File: config.mk
export PLATFORM = sky130hd
export DESIGN_NAME = interrupt_and_tick_watchdog
export DESIGN_NICKNAME = d
export VERILOG_FILES = /design/src/verilog/intc_pkg.sv /design/src/verilog/interrupt_and_tick_watchdog.sv /design/src/verilog/pin_edge_sync.sv /design/src/verilog/flag_stack.sv
export VERILOG_INCLUDE_DIRS = /design/src /design/src/verilog
export SDC_FILE = /design/constraint.sdc
export NUM_CORES = 1
export LEC_CHECK = 0
export ABC_AREA = 1
export BUFFER_PORTS_ARGS = -buffer_cell sky130_fd_sc_hd__buf_2
export CAP_MARGIN = 15
export CORE_MARGIN = 1.5
export CORE_UTILIZATION = 62
export DETAILED_ROUTE_END_ITERATION = 8
export GPL_TIMING_DRIVEN = 0
export PLACE_DENSITY = 0.9
export SLEW_MARGIN = 20
export SYNTH_ARGS = -nofsm -noshare
export SYNTH_HDL_FRONTEND = slang
export SYNTH_SLANG_ARGS = --single-unit
File: constraint.sdc
create_clock -name clock -period 10.9 [get_ports clock]
set_input_delay 1.09 -clock clock [delete_from_list [all_inputs] [get_ports clock]]
set_output_delay 1.09 -clock clock [all_outputs]
set_load 0.01 [all_outputs]
File: src/verilog/intc_map.svh
`ifndef INTC_MAP_SVH
`define INTC_MAP_SVH

// ==========================================
// Register file addresses
`define CTRL_ADDR        7'h03
`define REQ_ADDR         7'h3D
`define EN_ADDR          7'h3E
`define EXT_ADDR         7'h3F

// ==========================================
// Field positions
`define CTRL_CLEAR_BIT   1
`define CTRL_SELECT_BIT  2
`define CTRL_KICK_BIT    3
`define EXT_EDGE_BIT     0
`define EXT_LEVEL_BIT    1
`define SRC_TICK         0
`define SRC_EXT          1
`define SRC_TIMER8       2

// ==========================================
// Reset values
`define CTRL_RESET       4'h0
`define REQ_RESET        3'h0
`define EN_RESET         3'h0
`define EDGE_RESET       1'b0

// ==========================================
// Vector addresses
`define VEC_TIMER8       13'h0003
`define VEC_EXT          13'h0002
`define VEC_TICK         13'h0001
`define VEC_NONE         13'h0000

// ==========================================
// Timing (log2 of system clock division)
`define PRESCALE_LOG2    7
`define TICK_SLOW_LOG2   20
`define TICK_FAST_LOG2   18
`define WD_STEP_LOG2     19
`define TICK_SLOW_SRC    (`TICK_SLOW_LOG2 - `PRESCALE_LOG2)
`define TICK_FAST_SRC    (`TICK_FAST_LOG2 - `PRESCALE_LOG2)
`define WD_STEP_SRC      (`WD_STEP_LOG2 - `PRESCALE_LOG2)
`define WD_LIMIT         2'h3

// ==========================================
// Stack geometry
`define STACK_DEPTH      3
`define ADDR_W           13
`define FLAGS_W          5

`endif

File: src/verilog/intc_pkg.sv
`include "intc_map.svh"

package intc_pkg;

  typedef enum logic [1:0] {
    GIE_OFF,
    GIE_ARMED,
    GIE_ON
  } gie_state_t;

  typedef logic [`ADDR_W-1:0]  code_addr_t;
  typedef logic [`FLAGS_W-1:0] ctx_flags_t;
  typedef logic [`ADDR_W+`FLAGS_W-1:0] frame_t;

  typedef struct packed {
    logic [`PRESCALE_LOG2-1:0] pre;
    logic [13:0]               btm;
    logic [1:0]                wd;
    logic                      sel;
    logic [2:0]                req;
    logic [2:0]                en;
    logic                      edge_sel;
    gie_state_t                gie;
    logic                      accept;
    code_addr_t                vector;
    logic                      ret_valid;
    logic                      fault_n;
    logic [3:0]                rdata;
  } ctl_state_t;

  typedef struct packed {
    logic meta;
    logic sync;
    logic prev;
  } sync_state_t;

  typedef struct packed {
    logic [`STACK_DEPTH-1:0][`ADDR_W+`FLAGS_W-1:0] mem;
    logic [1:0]                                    ptr;
    logic [`ADDR_W+`FLAGS_W-1:0]                   rdata;
  } stack_state_t;

endpackage

File: src/verilog/interrupt_and_tick_watchdog.sv
// Function
// - Interval timer counts system clock divided by 128; halts in STOP mode.
// - Tick request every 2^20 clocks when select is 0, 2^18 when 1.
// - Writing 1 to tick clear resets the interval count; 0 does nothing.
// - Tick clear and watchdog kick bits are write-only, read back 0.
// - Unkicked watchdog resets the device; kick restarts the 2^21 counter except in its final 2^19 stage.
// - Three sources, fixed priority: timer8 0003H, external 0002H, tick 0001H.
// - Highest pending enabled request wins; others stay pending.
// - Global enable set by unmask; cleared by mask, acceptance and reset.
// - Global enable is not readable through the register file.
// - Unmask takes effect only after the following instruction completes.
// - Request flag set by its source, cleared automatically on acceptance.
// - Per-source enable flag; disabled requests wait until enabled.
// - Request flags read/write; write 1 raises, write 0 cancels.
// - Acceptance after current cycle; two-cycle instructions wait second cycle.
// - Acceptance and return each take one instruction cycle.
// - Acceptance stacks five core flags, three levels; buffer, window untouched.
// - External pin flag reads current pin level.
// - Edge select: 0 rising, 1 falling; detected edge sets external request.
// - Leaving STOP resumes timer and watchdog from held counts.
`timescale 1ns/100ps
`include "intc_map.svh"

module interrupt_and_tick_watchdog
  import intc_pkg::*;
#(
  // Division exponents in source ticks (system clock / 128)
  parameter int SLOW_LOG2 = `TICK_SLOW_SRC,
  parameter int FAST_LOG2 = `TICK_FAST_SRC,
  parameter int WD_LOG2   = `WD_STEP_SRC
)(
  // Clock and reset
  input  wire logic       clock,
  input  wire logic       rst_n,
  // Instruction sequencer
  input  wire logic       cycle_end,
  input  wire logic       second_cycle_pending,
  input  wire logic       stop_mode,
  input  wire logic       op_unmask,
  input  wire logic       op_mask,
  input  wire logic       op_return,
  // Register file port
  input  wire logic [6:0] rf_addr,
  input  wire logic       rf_write,
  input  wire logic [3:0] rf_wdata,
  output logic [3:0]      rf_rdata,
  // Request sources
  input  wire logic       timer8_event,
  input  wire logic       ext_pin,
  // Core context
  input  wire code_addr_t pc_in,
  input  wire ctx_flags_t flags_in,
  output logic            accept,
  output code_addr_t      vector,
  output logic            return_valid,
  output code_addr_t      return_addr,
  output ctx_flags_t      return_flags,
  // Watchdog
  output logic            watchdog_fault_out_n
);

  localparam logic [13:0] SLOW_MASK = 14'((32'd1 << SLOW_LOG2) - 32'd1);
  localparam logic [13:0] FAST_MASK = 14'((32'd1 << FAST_LOG2) - 32'd1);
  localparam logic [13:0] WD_MASK   = 14'((32'd1 << WD_LOG2) - 32'd1);

  // ==========================================
  // Reset release
  logic [1:0] rst_pipe_reg;
  logic       rst_sync_n;

  always_ff @(posedge clock or negedge rst_n) begin
    if (!rst_n) begin
      rst_pipe_reg <= 2'b00;
    end else begin
      rst_pipe_reg <= {rst_pipe_reg[0], 1'b1};
    end
  end

  assign rst_sync_n = rst_pipe_reg[1];

  // ==========================================
  // External pin and context stack
  ctl_state_t st_reg;
  ctl_state_t st_next;
  logic       ext_level;
  logic       ext_edge;
  frame_t     pop_frame;
  logic       accept_now;
  logic       return_now;

  pin_edge_sync u_pin (
    .clock       (clock),
    .rst_sync_n  (rst_sync_n),
    .pin_async   (ext_pin),
    .falling_sel (st_reg.edge_sel),
    .level       (ext_level),
    .edge_pulse  (ext_edge)
  );

  flag_stack u_stack (
    .clock      (clock),
    .rst_sync_n (rst_sync_n),
    .push       (accept_now),
    .push_data  ({pc_in, flags_in}),
    .pop        (return_now),
    .pop_data   (pop_frame)
  );

  // ==========================================
  // Timers, flags and arbitration
  logic       ctrl_wr;
  logic       pre_tick;
  logic       tick_evt;
  logic       wd_step;
  logic       kick_ok;
  logic [2:0] hw_set;
  logic [2:0] pend;
  logic [2:0] win;
  code_addr_t win_vec;
  logic       gie_eff;

  always_comb begin
    ctrl_wr  = rf_write && (rf_addr == `CTRL_ADDR);
    pre_tick = !stop_mode && (st_reg.pre == {`PRESCALE_LOG2{1'b1}});
    tick_evt = pre_tick && ((st_reg.btm & (st_reg.sel ? FAST_MASK : SLOW_MASK))
                            == (st_reg.sel ? FAST_MASK : SLOW_MASK));
    wd_step  = pre_tick && ((st_reg.btm & WD_MASK) == WD_MASK);
    kick_ok  = ctrl_wr && rf_wdata[`CTRL_KICK_BIT] && (st_reg.wd != `WD_LIMIT);
    hw_set   = 3'b000;
    hw_set[`SRC_TIMER8] = timer8_event;
    hw_set[`SRC_EXT]    = ext_edge;
    hw_set[`SRC_TICK]   = tick_evt;
    pend     = st_reg.req & st_reg.en;
    win      = 3'b000;
    win_vec  = `VEC_NONE;
    if (pend[`SRC_TIMER8]) begin
      win[`SRC_TIMER8] = 1'b1;
      win_vec = `VEC_TIMER8;
    end else if (pend[`SRC_EXT]) begin
      win[`SRC_EXT] = 1'b1;
      win_vec = `VEC_EXT;
    end else if (pend[`SRC_TICK]) begin
      win[`SRC_TICK] = 1'b1;
      win_vec = `VEC_TICK;
    end
    // Armed enable counts once the instruction after unmask completes
    gie_eff    = (st_reg.gie == GIE_ON) || (st_reg.gie == GIE_ARMED);
    accept_now = cycle_end && !second_cycle_pending && gie_eff && (|pend)
                 && !op_mask && !op_return;
    return_now = cycle_end && op_return;
  end

  always_comb begin
    st_next           = st_reg;
    st_next.accept    = accept_now;
    st_next.ret_valid = return_now;
    st_next.fault_n   = 1'b1;
    // Interval timer, frozen in STOP with counts held
    if (!stop_mode) begin
      st_next.pre = st_reg.pre + 1'b1;
    end
    if (pre_tick) begin
      st_next.btm = st_reg.btm + 14'd1;
    end
    if (ctrl_wr && rf_wdata[`CTRL_CLEAR_BIT]) begin
      st_next.pre = '0;
      st_next.btm = '0;
    end
    if (ctrl_wr) begin
      st_next.sel = rf_wdata[`CTRL_SELECT_BIT];
    end
    // Watchdog stages; overflow past the limit faults
    if (wd_step) begin
      if (st_reg.wd == `WD_LIMIT) begin
        st_next.wd      = 2'd0;
        st_next.fault_n = 1'b0;
      end else begin
        st_next.wd = st_reg.wd + 2'd1;
      end
    end
    if (kick_ok) begin
      st_next.wd = 2'd0;
    end
    // Request and enable flags; hardware set wins over clears
    if (rf_write && (rf_addr == `REQ_ADDR)) begin
      st_next.req = rf_wdata[2:0];
    end
    if (accept_now) begin
      st_next.req = st_next.req & ~win;
    end
    st_next.req = st_next.req | hw_set;
    if (rf_write && (rf_addr == `EN_ADDR)) begin
      st_next.en = rf_wdata[2:0];
    end
    if (rf_write && (rf_addr == `EXT_ADDR)) begin
      st_next.edge_sel = rf_wdata[`EXT_EDGE_BIT];
    end
    // Global enable
    case (st_reg.gie)
      GIE_OFF: begin
        if (cycle_end && op_unmask) begin
          st_next.gie = GIE_ARMED;
        end
      end
      GIE_ARMED: begin
        if (cycle_end && op_mask) begin
          st_next.gie = GIE_OFF;
        end else if (cycle_end && !second_cycle_pending) begin
          st_next.gie = GIE_ON;
        end
      end
      GIE_ON: begin
        if (cycle_end && op_mask) begin
          st_next.gie = GIE_OFF;
        end
      end
      default: begin
        st_next.gie = GIE_OFF;
      end
    endcase
    if (accept_now) begin
      st_next.gie    = GIE_OFF;
      st_next.vector = win_vec;
    end
    // Read data; global enable state is never visible
    case (rf_addr)
      `CTRL_ADDR: begin
        st_next.rdata = 4'h0;
        st_next.rdata[`CTRL_SELECT_BIT] = st_reg.sel;
      end
      `REQ_ADDR: begin
        st_next.rdata = {1'b0, st_reg.req};
      end
      `EN_ADDR: begin
        st_next.rdata = {1'b0, st_reg.en};
      end
      `EXT_ADDR: begin
        st_next.rdata = 4'h0;
        st_next.rdata[`EXT_EDGE_BIT]  = st_reg.edge_sel;
        st_next.rdata[`EXT_LEVEL_BIT] = ext_level;
      end
      default: begin
        st_next.rdata = 4'h0;
      end
    endcase
  end

  always_ff @(posedge clock or negedge rst_sync_n) begin
    if (!rst_sync_n) begin
      st_reg         <= '0;
      st_reg.gie     <= GIE_OFF;
      st_reg.fault_n <= 1'b1;
      st_reg.req     <= `REQ_RESET;
      st_reg.en      <= `EN_RESET;
      st_reg.edge_sel <= `EDGE_RESET;
    end else begin
      st_reg <= st_next;
    end
  end

  // ==========================================
  // Outputs
  assign rf_rdata             = st_reg.rdata;
  assign accept               = st_reg.accept;
  assign vector               = st_reg.vector;
  assign return_valid         = st_reg.ret_valid;
  assign return_addr          = pop_frame[`ADDR_W+`FLAGS_W-1:`FLAGS_W];
  assign return_flags         = pop_frame[`FLAGS_W-1:0];
  assign watchdog_fault_out_n = st_reg.fault_n;
endmodule

File: src/verilog/pin_edge_sync.sv
`timescale 1ns/100ps

module pin_edge_sync
  import intc_pkg::*;
(
  // Clock and reset
  input  wire logic clock,
  input  wire logic rst_sync_n,
  // Pin side
  input  wire logic pin_async,
  input  wire logic falling_sel,
  // Synchronised results
  output logic      level,
  output logic      edge_pulse
);

  sync_state_t st_reg;
  sync_state_t st_next;

  always_comb begin
    st_next      = st_reg;
    st_next.meta = pin_async;
    st_next.sync = st_reg.meta;
    st_next.prev = st_reg.sync;
  end

  always_ff @(posedge clock or negedge rst_sync_n) begin
    if (!rst_sync_n) begin
      st_reg <= '0;
    end else begin
      st_reg <= st_next;
    end
  end

  assign level      = st_reg.sync;
  assign edge_pulse = falling_sel ? (st_reg.prev & ~st_reg.sync)
                                  : (~st_reg.prev & st_reg.sync);

endmodule

File: src/verilog/flag_stack.sv
`timescale 1ns/100ps

module flag_stack
  import intc_pkg::*;
(
  // Clock and reset
  input  wire logic   clock,
  input  wire logic   rst_sync_n,
  // Push and pop
  input  wire logic   push,
  input  wire frame_t push_data,
  input  wire logic   pop,
  output frame_t      pop_data
);

  stack_state_t st_reg;
  stack_state_t st_next;

  always_comb begin
    st_next = st_reg;
    if (push) begin
      // Beyond three levels the top entry is overwritten
      if (st_reg.ptr == 2'd3) begin
        st_next.mem[2] = push_data;
      end else begin
        st_next.mem[st_reg.ptr] = push_data;
        st_next.ptr = st_reg.ptr + 2'd1;
      end
    end else if (pop) begin
      if (st_reg.ptr == 2'd0) begin
        st_next.rdata = '0;
      end else begin
        st_next.rdata = st_reg.mem[st_reg.ptr - 2'd1];
        st_next.ptr   = st_reg.ptr - 2'd1;
      end
    end
  end

  always_ff @(posedge clock or negedge rst_sync_n) begin
    if (!rst_sync_n) begin
      st_reg <= '0;
    end else begin
      st_reg <= st_next;
    end
  end

  assign pop_data = st_reg.rdata;

endmodule

==> metrics.cfg, run 1 <==
[outcome]
status=completed

[finish]
final_cell_mix=221 x nand2_1, 117 x dfrtp_1, 72 x inv_1
largest_reg_flops=56
nets=875
fin_util_pct=76.4
syn_to_final_growth_pct=19.7
final_layout_size_suffix_gt1_share_pct=18.3
layout_commonest_cell=nand2_1
n_antenna_cell=0

[clocking]
cts_hold_buf=0
cts_tree=built
cts-htree-levels=4
clockBufferDepth=2
cts.sinks=119
cts_root_buf=clkbuf_8
postCtsSetupBuffers=0
cts_buffers=17
cts_resized=0
clkLatencyLatePin_ps=520
cts.clk_slew.worst_paths_ps=60

[critical_path]
criticalPathCategory=flip-flop to flip-flop
crit_fanout=11
worstPathArrival_ps=3340
crit_required_ps=11270
crit_path_end_kind=flip-flop
reg2regPathDepth=6
critPathLaunchType=flip-flop

[power]
powerDensity_nw_per_um2=238
ir_drop_mv=0.122
power_w=0.00168
leakagePower_nw=3.85

[timing]
min_period_over_period_pct=27.2
rsz0062_at_grt=false
hold_violations=0
max_slew.worst_pin.slew_ps=744
min_period_ps=2970
drv_slew=0
tns_ps=0
setup_slack_ps=7930
timing.hold.ws_ps=315
slew_headroom_pct=50.2
finClkSkew_ps=7.25
max_freq_ghz=0.337
setup_viol=0

[synthesis]
yosysWarnings=0
synth_edf_count=0
ys_ff_latch=119
synth.area.top_cells=dfrtp_1 50%, nand2_1 14%, o21ai_0 5.7%, inv_1 4.6%, buf_4 4.5%
yosysSeqAreaShare_pct=50.5
syn_avg_cell_area_um2=8.10
synthesis.area_um2=5900
synth_area_leader_cell=dfrtp_1
async_flop_share_pct=100
synth_ff_type=dfrtp_1
netlist_instances=728
synth.distinct_cells=36
synth_top_area_share_pct=50.1

[floorplan]
die_width_um=101
core_area_um2=9240
dieArea_um2=10100
initial_core_util_pct=63.8
die_h_um=101
rows=35
io_pins=78

[global_route]
grt-ovfl-total=0
grt_max_degree=60
antenna_found_initial=1
track_usage_pct=30.8
grt_pass1_vias=5285
grt_pass1_wl_um=23900

[routing]
dr_wl_met3_um=1230
vias=5335
drt_first_pass_iters=6
drt-met1-wl_um=5470
wl_met2_um=7260
drc=0
drt-wirelength-per-cell_um=15.0
postRouteAntennaNets=0
wl_um=14500
top_layer=met4
avgViaCountPerCell=5.52
drtIter0Drc=475

[job]
cap_violations=0

[place]
globalplace.congestion=0.902
dp_hpwl_um=9210
dp_slack_ps=8120
io_buffers=64

[hold_path]
hp-class=flip-flop to async pin

-- worst max-delay path, cell delays in order, from the launching register on --
cell,delay [ps]
dfrtp_1,470
clkinv_1,370
clkbuf_1,430
ha_1,330
o211ai_1,620
clkbuf_1,430
o21ai_0,180
-- layout make-up --
cell class	instances	area (um^2)
timing repair buffer	66	375
multi-input combinational	489	2320
sequential	119	2980
clock inverter	14	150
clock buffer	18	428
buffer	57	365
tap	129	161
inverter	74	278
fill	611	2180
-- metal layers --
metal	up-vias	global-route usage, %
met4	0	15.8
met2	288	52.9
met5	-	0
li1	2479	-
met3	67	8.11
met1	2501	35.6
-- power by group --
group / internal [W] / switching [W] / leakage [nW]
Clock: 0.000333 / 0.000208 / 0.278
Sequential: 0.000581 / 0.0000940 / 1.53
Combinational: 0.000171 / 0.000291 / 2.05
Total: 0.00108 / 0.000592 / 3.85
-- worst paths after layout --
path / slack, ps / end / start
min in group clock: 360 / rst_pipe_reg[1] / rst_pipe_reg[0]
worst max-delay path: 7930 / u_stack.st_reg[62] / u_stack.st_reg[18]
worst min-delay path: 320 / u_stack.st_reg[33] / rst_pipe_reg[1]
worst max register to register: 7930 / u_stack.st_reg[62] / u_stack.st_reg[18]
worst min register to register: 320 / u_stack.st_reg[33] / rst_pipe_reg[1]
max in group asynchronous: 9960 / watchdog_fault_out_n / rst_pipe_reg[1]
-- through the flow --
stage	instances	instance area, um^2
floorplan	739	5940
detailed placement	934	6480
finish	966	7060
global route	966	7060
CTS	966	7060
global placement	932	6420
-- synthesized netlist by cell type (3+ instances only) --
library cell,count
inv_1,72
o21ai_0,67
ha_1,11
nor2_1,66
dfrtp_1,118
clkbuf_1,15
nor3_1,3
o211ai_1,5
nand4_1,10
buf_4,35
a21oi_1,7
nand2_1,221
buf_2,4
nand3_1,49
a22o_1,17
-- cells by family after synthesis --
logic type | share of synthesized area (%)
AOI/OAI and AO/OA | 10.2
DFF | 50.5
other | 0.127
and+or+nand+nor | 25.7
buffers and inverters | 10.9
xor gates and xnor gates | 0.297
adders and majority gates | 2.33
Power figures use the tool's default switching activity.
==> inputs of run 2 (changes only) <==
--- a/config.mk
+++ b/config.mk
@@ -10,10 +10,10 @@
 export BUFFER_PORTS_ARGS = -buffer_cell sky130_fd_sc_hd__buf_2
 export CAP_MARGIN = 15
 export CORE_MARGIN = 1.5
-export CORE_UTILIZATION = 62
+export CORE_UTILIZATION = 52
 export DETAILED_ROUTE_END_ITERATION = 8
 export GPL_TIMING_DRIVEN = 0
-export PLACE_DENSITY = 0.9
+export PLACE_DENSITY = 0.81
 export SLEW_MARGIN = 20
 export SYNTH_ARGS = -nofsm -noshare
 export SYNTH_HDL_FRONTEND = slang
==> constraint.sdc (replaced) <==
create_clock -name clock -period 2.73 [get_ports clock]
set_input_delay 0.273 -clock clock [delete_from_list [all_inputs] [get_ports clock]]
set_output_delay 0.273 -clock clock [all_outputs]
set_load 0.01 [all_outputs]
==> metrics.cfg, run 2 (same netlist as run 1, synthesis figures left out) <==
[critical_path]
cp.buffers_inverters=4  ; +1
crit_required_ps=3080  ; -8190 ps
criticalPathCategory=flip-flop to flip-flop
reg2regPathDepth=8  ; +2
path_cells=clkinv_1, clkbuf_2, ha_2, inv_1, clkbuf_1, nand3_1, o21ai_0, a22o_1
critPathLaunchType=flip-flop
rrSetupSlack_ps=170  ; -7760 ps
crit_family=buffers and inverters
crit_path_end_kind=flip-flop
worstPathArrival_ps=2910  ; -430 ps
worstReg2RegStart=u_stack.st_reg[18]
slowest_stage=dfrtp_1
max_stage_delay_ps=420  ; -200 ps
crit_fanout=11  ; unchanged
r2r_end=u_stack.pop_data[12]

[hold_path]
whs_path_depth=3
hp-start=timer8_event
hp-class=input port to flip-flop
hold_path_end=st_reg[28]

[finish]
final_area_um2=7130  ; +0.94%
final_cell_mix=221 x nand2_1, 117 x dfrtp_1, 72 x inv_1
instances_no_fill=981  ; +1.6%
layout_commonest_cell=nand2_1
largest_reg_flops=56  ; unchanged
n_antenna_cell=0  ; unchanged
syn_to_final_growth_pct=20.8
final_layout_size_suffix_gt1_share_pct=18.5  ; +0.27 points
fillers=887  ; +45%
nets=879  ; +0.46%

[power]
ir_drop_mv=0.531  ; +340%
leakagePower_nw=3.89  ; +0.86%
powerDensity_nw_per_um2=934  ; +290%
power_w=0.00665  ; +300%

[clocking]
cts.sinks=119  ; unchanged
cts_tree=built
cts-htree-levels=4  ; unchanged
cts.clk_slew.worst_paths_ps=50  ; about the same
cts_root_buf=clkbuf_16
cts_buffers=17  ; unchanged
clkLatencyLatePin_ps=420  ; -100 ps
clockBufferDepth=2  ; unchanged

[timing]
setup_slack_ps=175  ; -7760 ps
hold_violations=0  ; unchanged
rsz0062_at_grt=false
max_slew.worst_pin.slew_ps=741  ; -3.30 ps
min_period_over_period_pct=93.6  ; +66 points
setup_viol=0  ; unchanged
min_period_ps=2560  ; -414 ps
max_freq_ghz=0.391  ; +16%
drv_slew=0  ; unchanged
slew_headroom_pct=50.2  ; +0.058 points
finClkSkew_ps=8.29  ; +1.03 ps

[place]
post_dp_cell_area_um2=6490  ; +0.21%
dp_hpwl_um=8700  ; -5.5%
dp_slack_ps=-65.6  ; -8190 ps
globalplace.congestion=0.871  ; -3.3%
io_buffers=64  ; unchanged
dp.cells=945  ; +1.2%

[routing]
drt_first_pass_iters=5  ; -1
drt-wirelength-per-cell_um=13.5  ; -10%
wl_um=13200  ; -8.6%
postRouteAntennaNets=0  ; unchanged
drc=0  ; unchanged
vias=5010  ; -6.1%
drtIter0Drc=325  ; -32%
avgViaCountPerCell=5.11  ; -7.5%

[floorplan]
io_pins=78  ; unchanged
die_h_um=110  ; +8.9%
initial_core_util_pct=53.9  ; -9.9 points
die_width_um=110  ; +8.9%
core_area_um2=10900  ; +18%
rows=38  ; +8.6%
dieArea_um2=12000  ; +19%

[global_route]
track_usage_pct=24.4  ; -6.4 points
grt-ovfl-total=0  ; unchanged
grt_pass1_wl_um=22400  ; -6.4%
grt_pass1_vias=4924  ; -6.8%
antenna_found_initial=1  ; unchanged
grt_max_degree=49  ; -18%

[outcome]
status=completed

[job]
cap_violations=0  ; unchanged

-- run 2: power breakdown --
group	leakage, nW	switching, W	internal (W)	total (W)
Sequential	1.53	0.000349	0.00232	0.00267
Clock	0.290	0.000774	0.00143	0.00221
Combinational	2.07	0.00108	0.000697	0.00178
-- run 2: worst min-delay path: stages --
cell     delay, ps
buf_2           70
inv_1           30
nand2_1         50
-- run 2: worst max-delay path by stage --
stage,startpoint,to,slack (ps),cells after the start
floorplan,rst_pipe_reg[1],accept,740,0
global placement,u_stack.st_reg[18],u_stack.st_reg[72],-30,7
detailed placement,u_stack.st_reg[18],u_stack.st_reg[67],-70,7
CTS,u_stack.st_reg[18],u_stack.pop_data[15],40,6
global route,u_stack.st_reg[18],u_stack.pop_data[12],40,8
finish,u_stack.st_reg[18],u_stack.pop_data[12],170,8
-- run 2: stage by stage --
stage,setup TNS [ps],hold WS [ps],utilization (%)
after global routing,0,53.3,65.2
final,0,39.9,65.2
after global placement,-223,59.6,58.9
after detailed placement,-590,59.4,59.4
after floorplan,0,-22.6,-
after CTS,0,35.7,65.1
-- run 2: repair_timing --
item,4_1_cts,5_1_grt
buffers inserted,2,0
gates resized for setup,0,6
hold buffers,2,0
setup endpoints to repair,18,29
cloned,0,0
endpoints found under the hold margin,3,0
pin swaps,1,0
-- run 2: area by class of cell --
type                       count  area (um^2)  area share [%]
inverter                      74          278            3.90
sequential                   119         2980            41.9
tap                          140          175            2.46
clock inverter                 8         96.3            1.35
clock buffer                  24          492            6.90
multi-input combinational    489         2320            32.6
timing repair buffer          70          410            5.76
buffer                        57          368            5.16
-- run 2: per-layer routing --
layer  global-route usage (%)  part of all wire (%)
met5                        0                 0.076
met4                     8.63                   1.7
met3                     7.23                   6.0
met2                     39.8                    48
met1                     31.0                    44
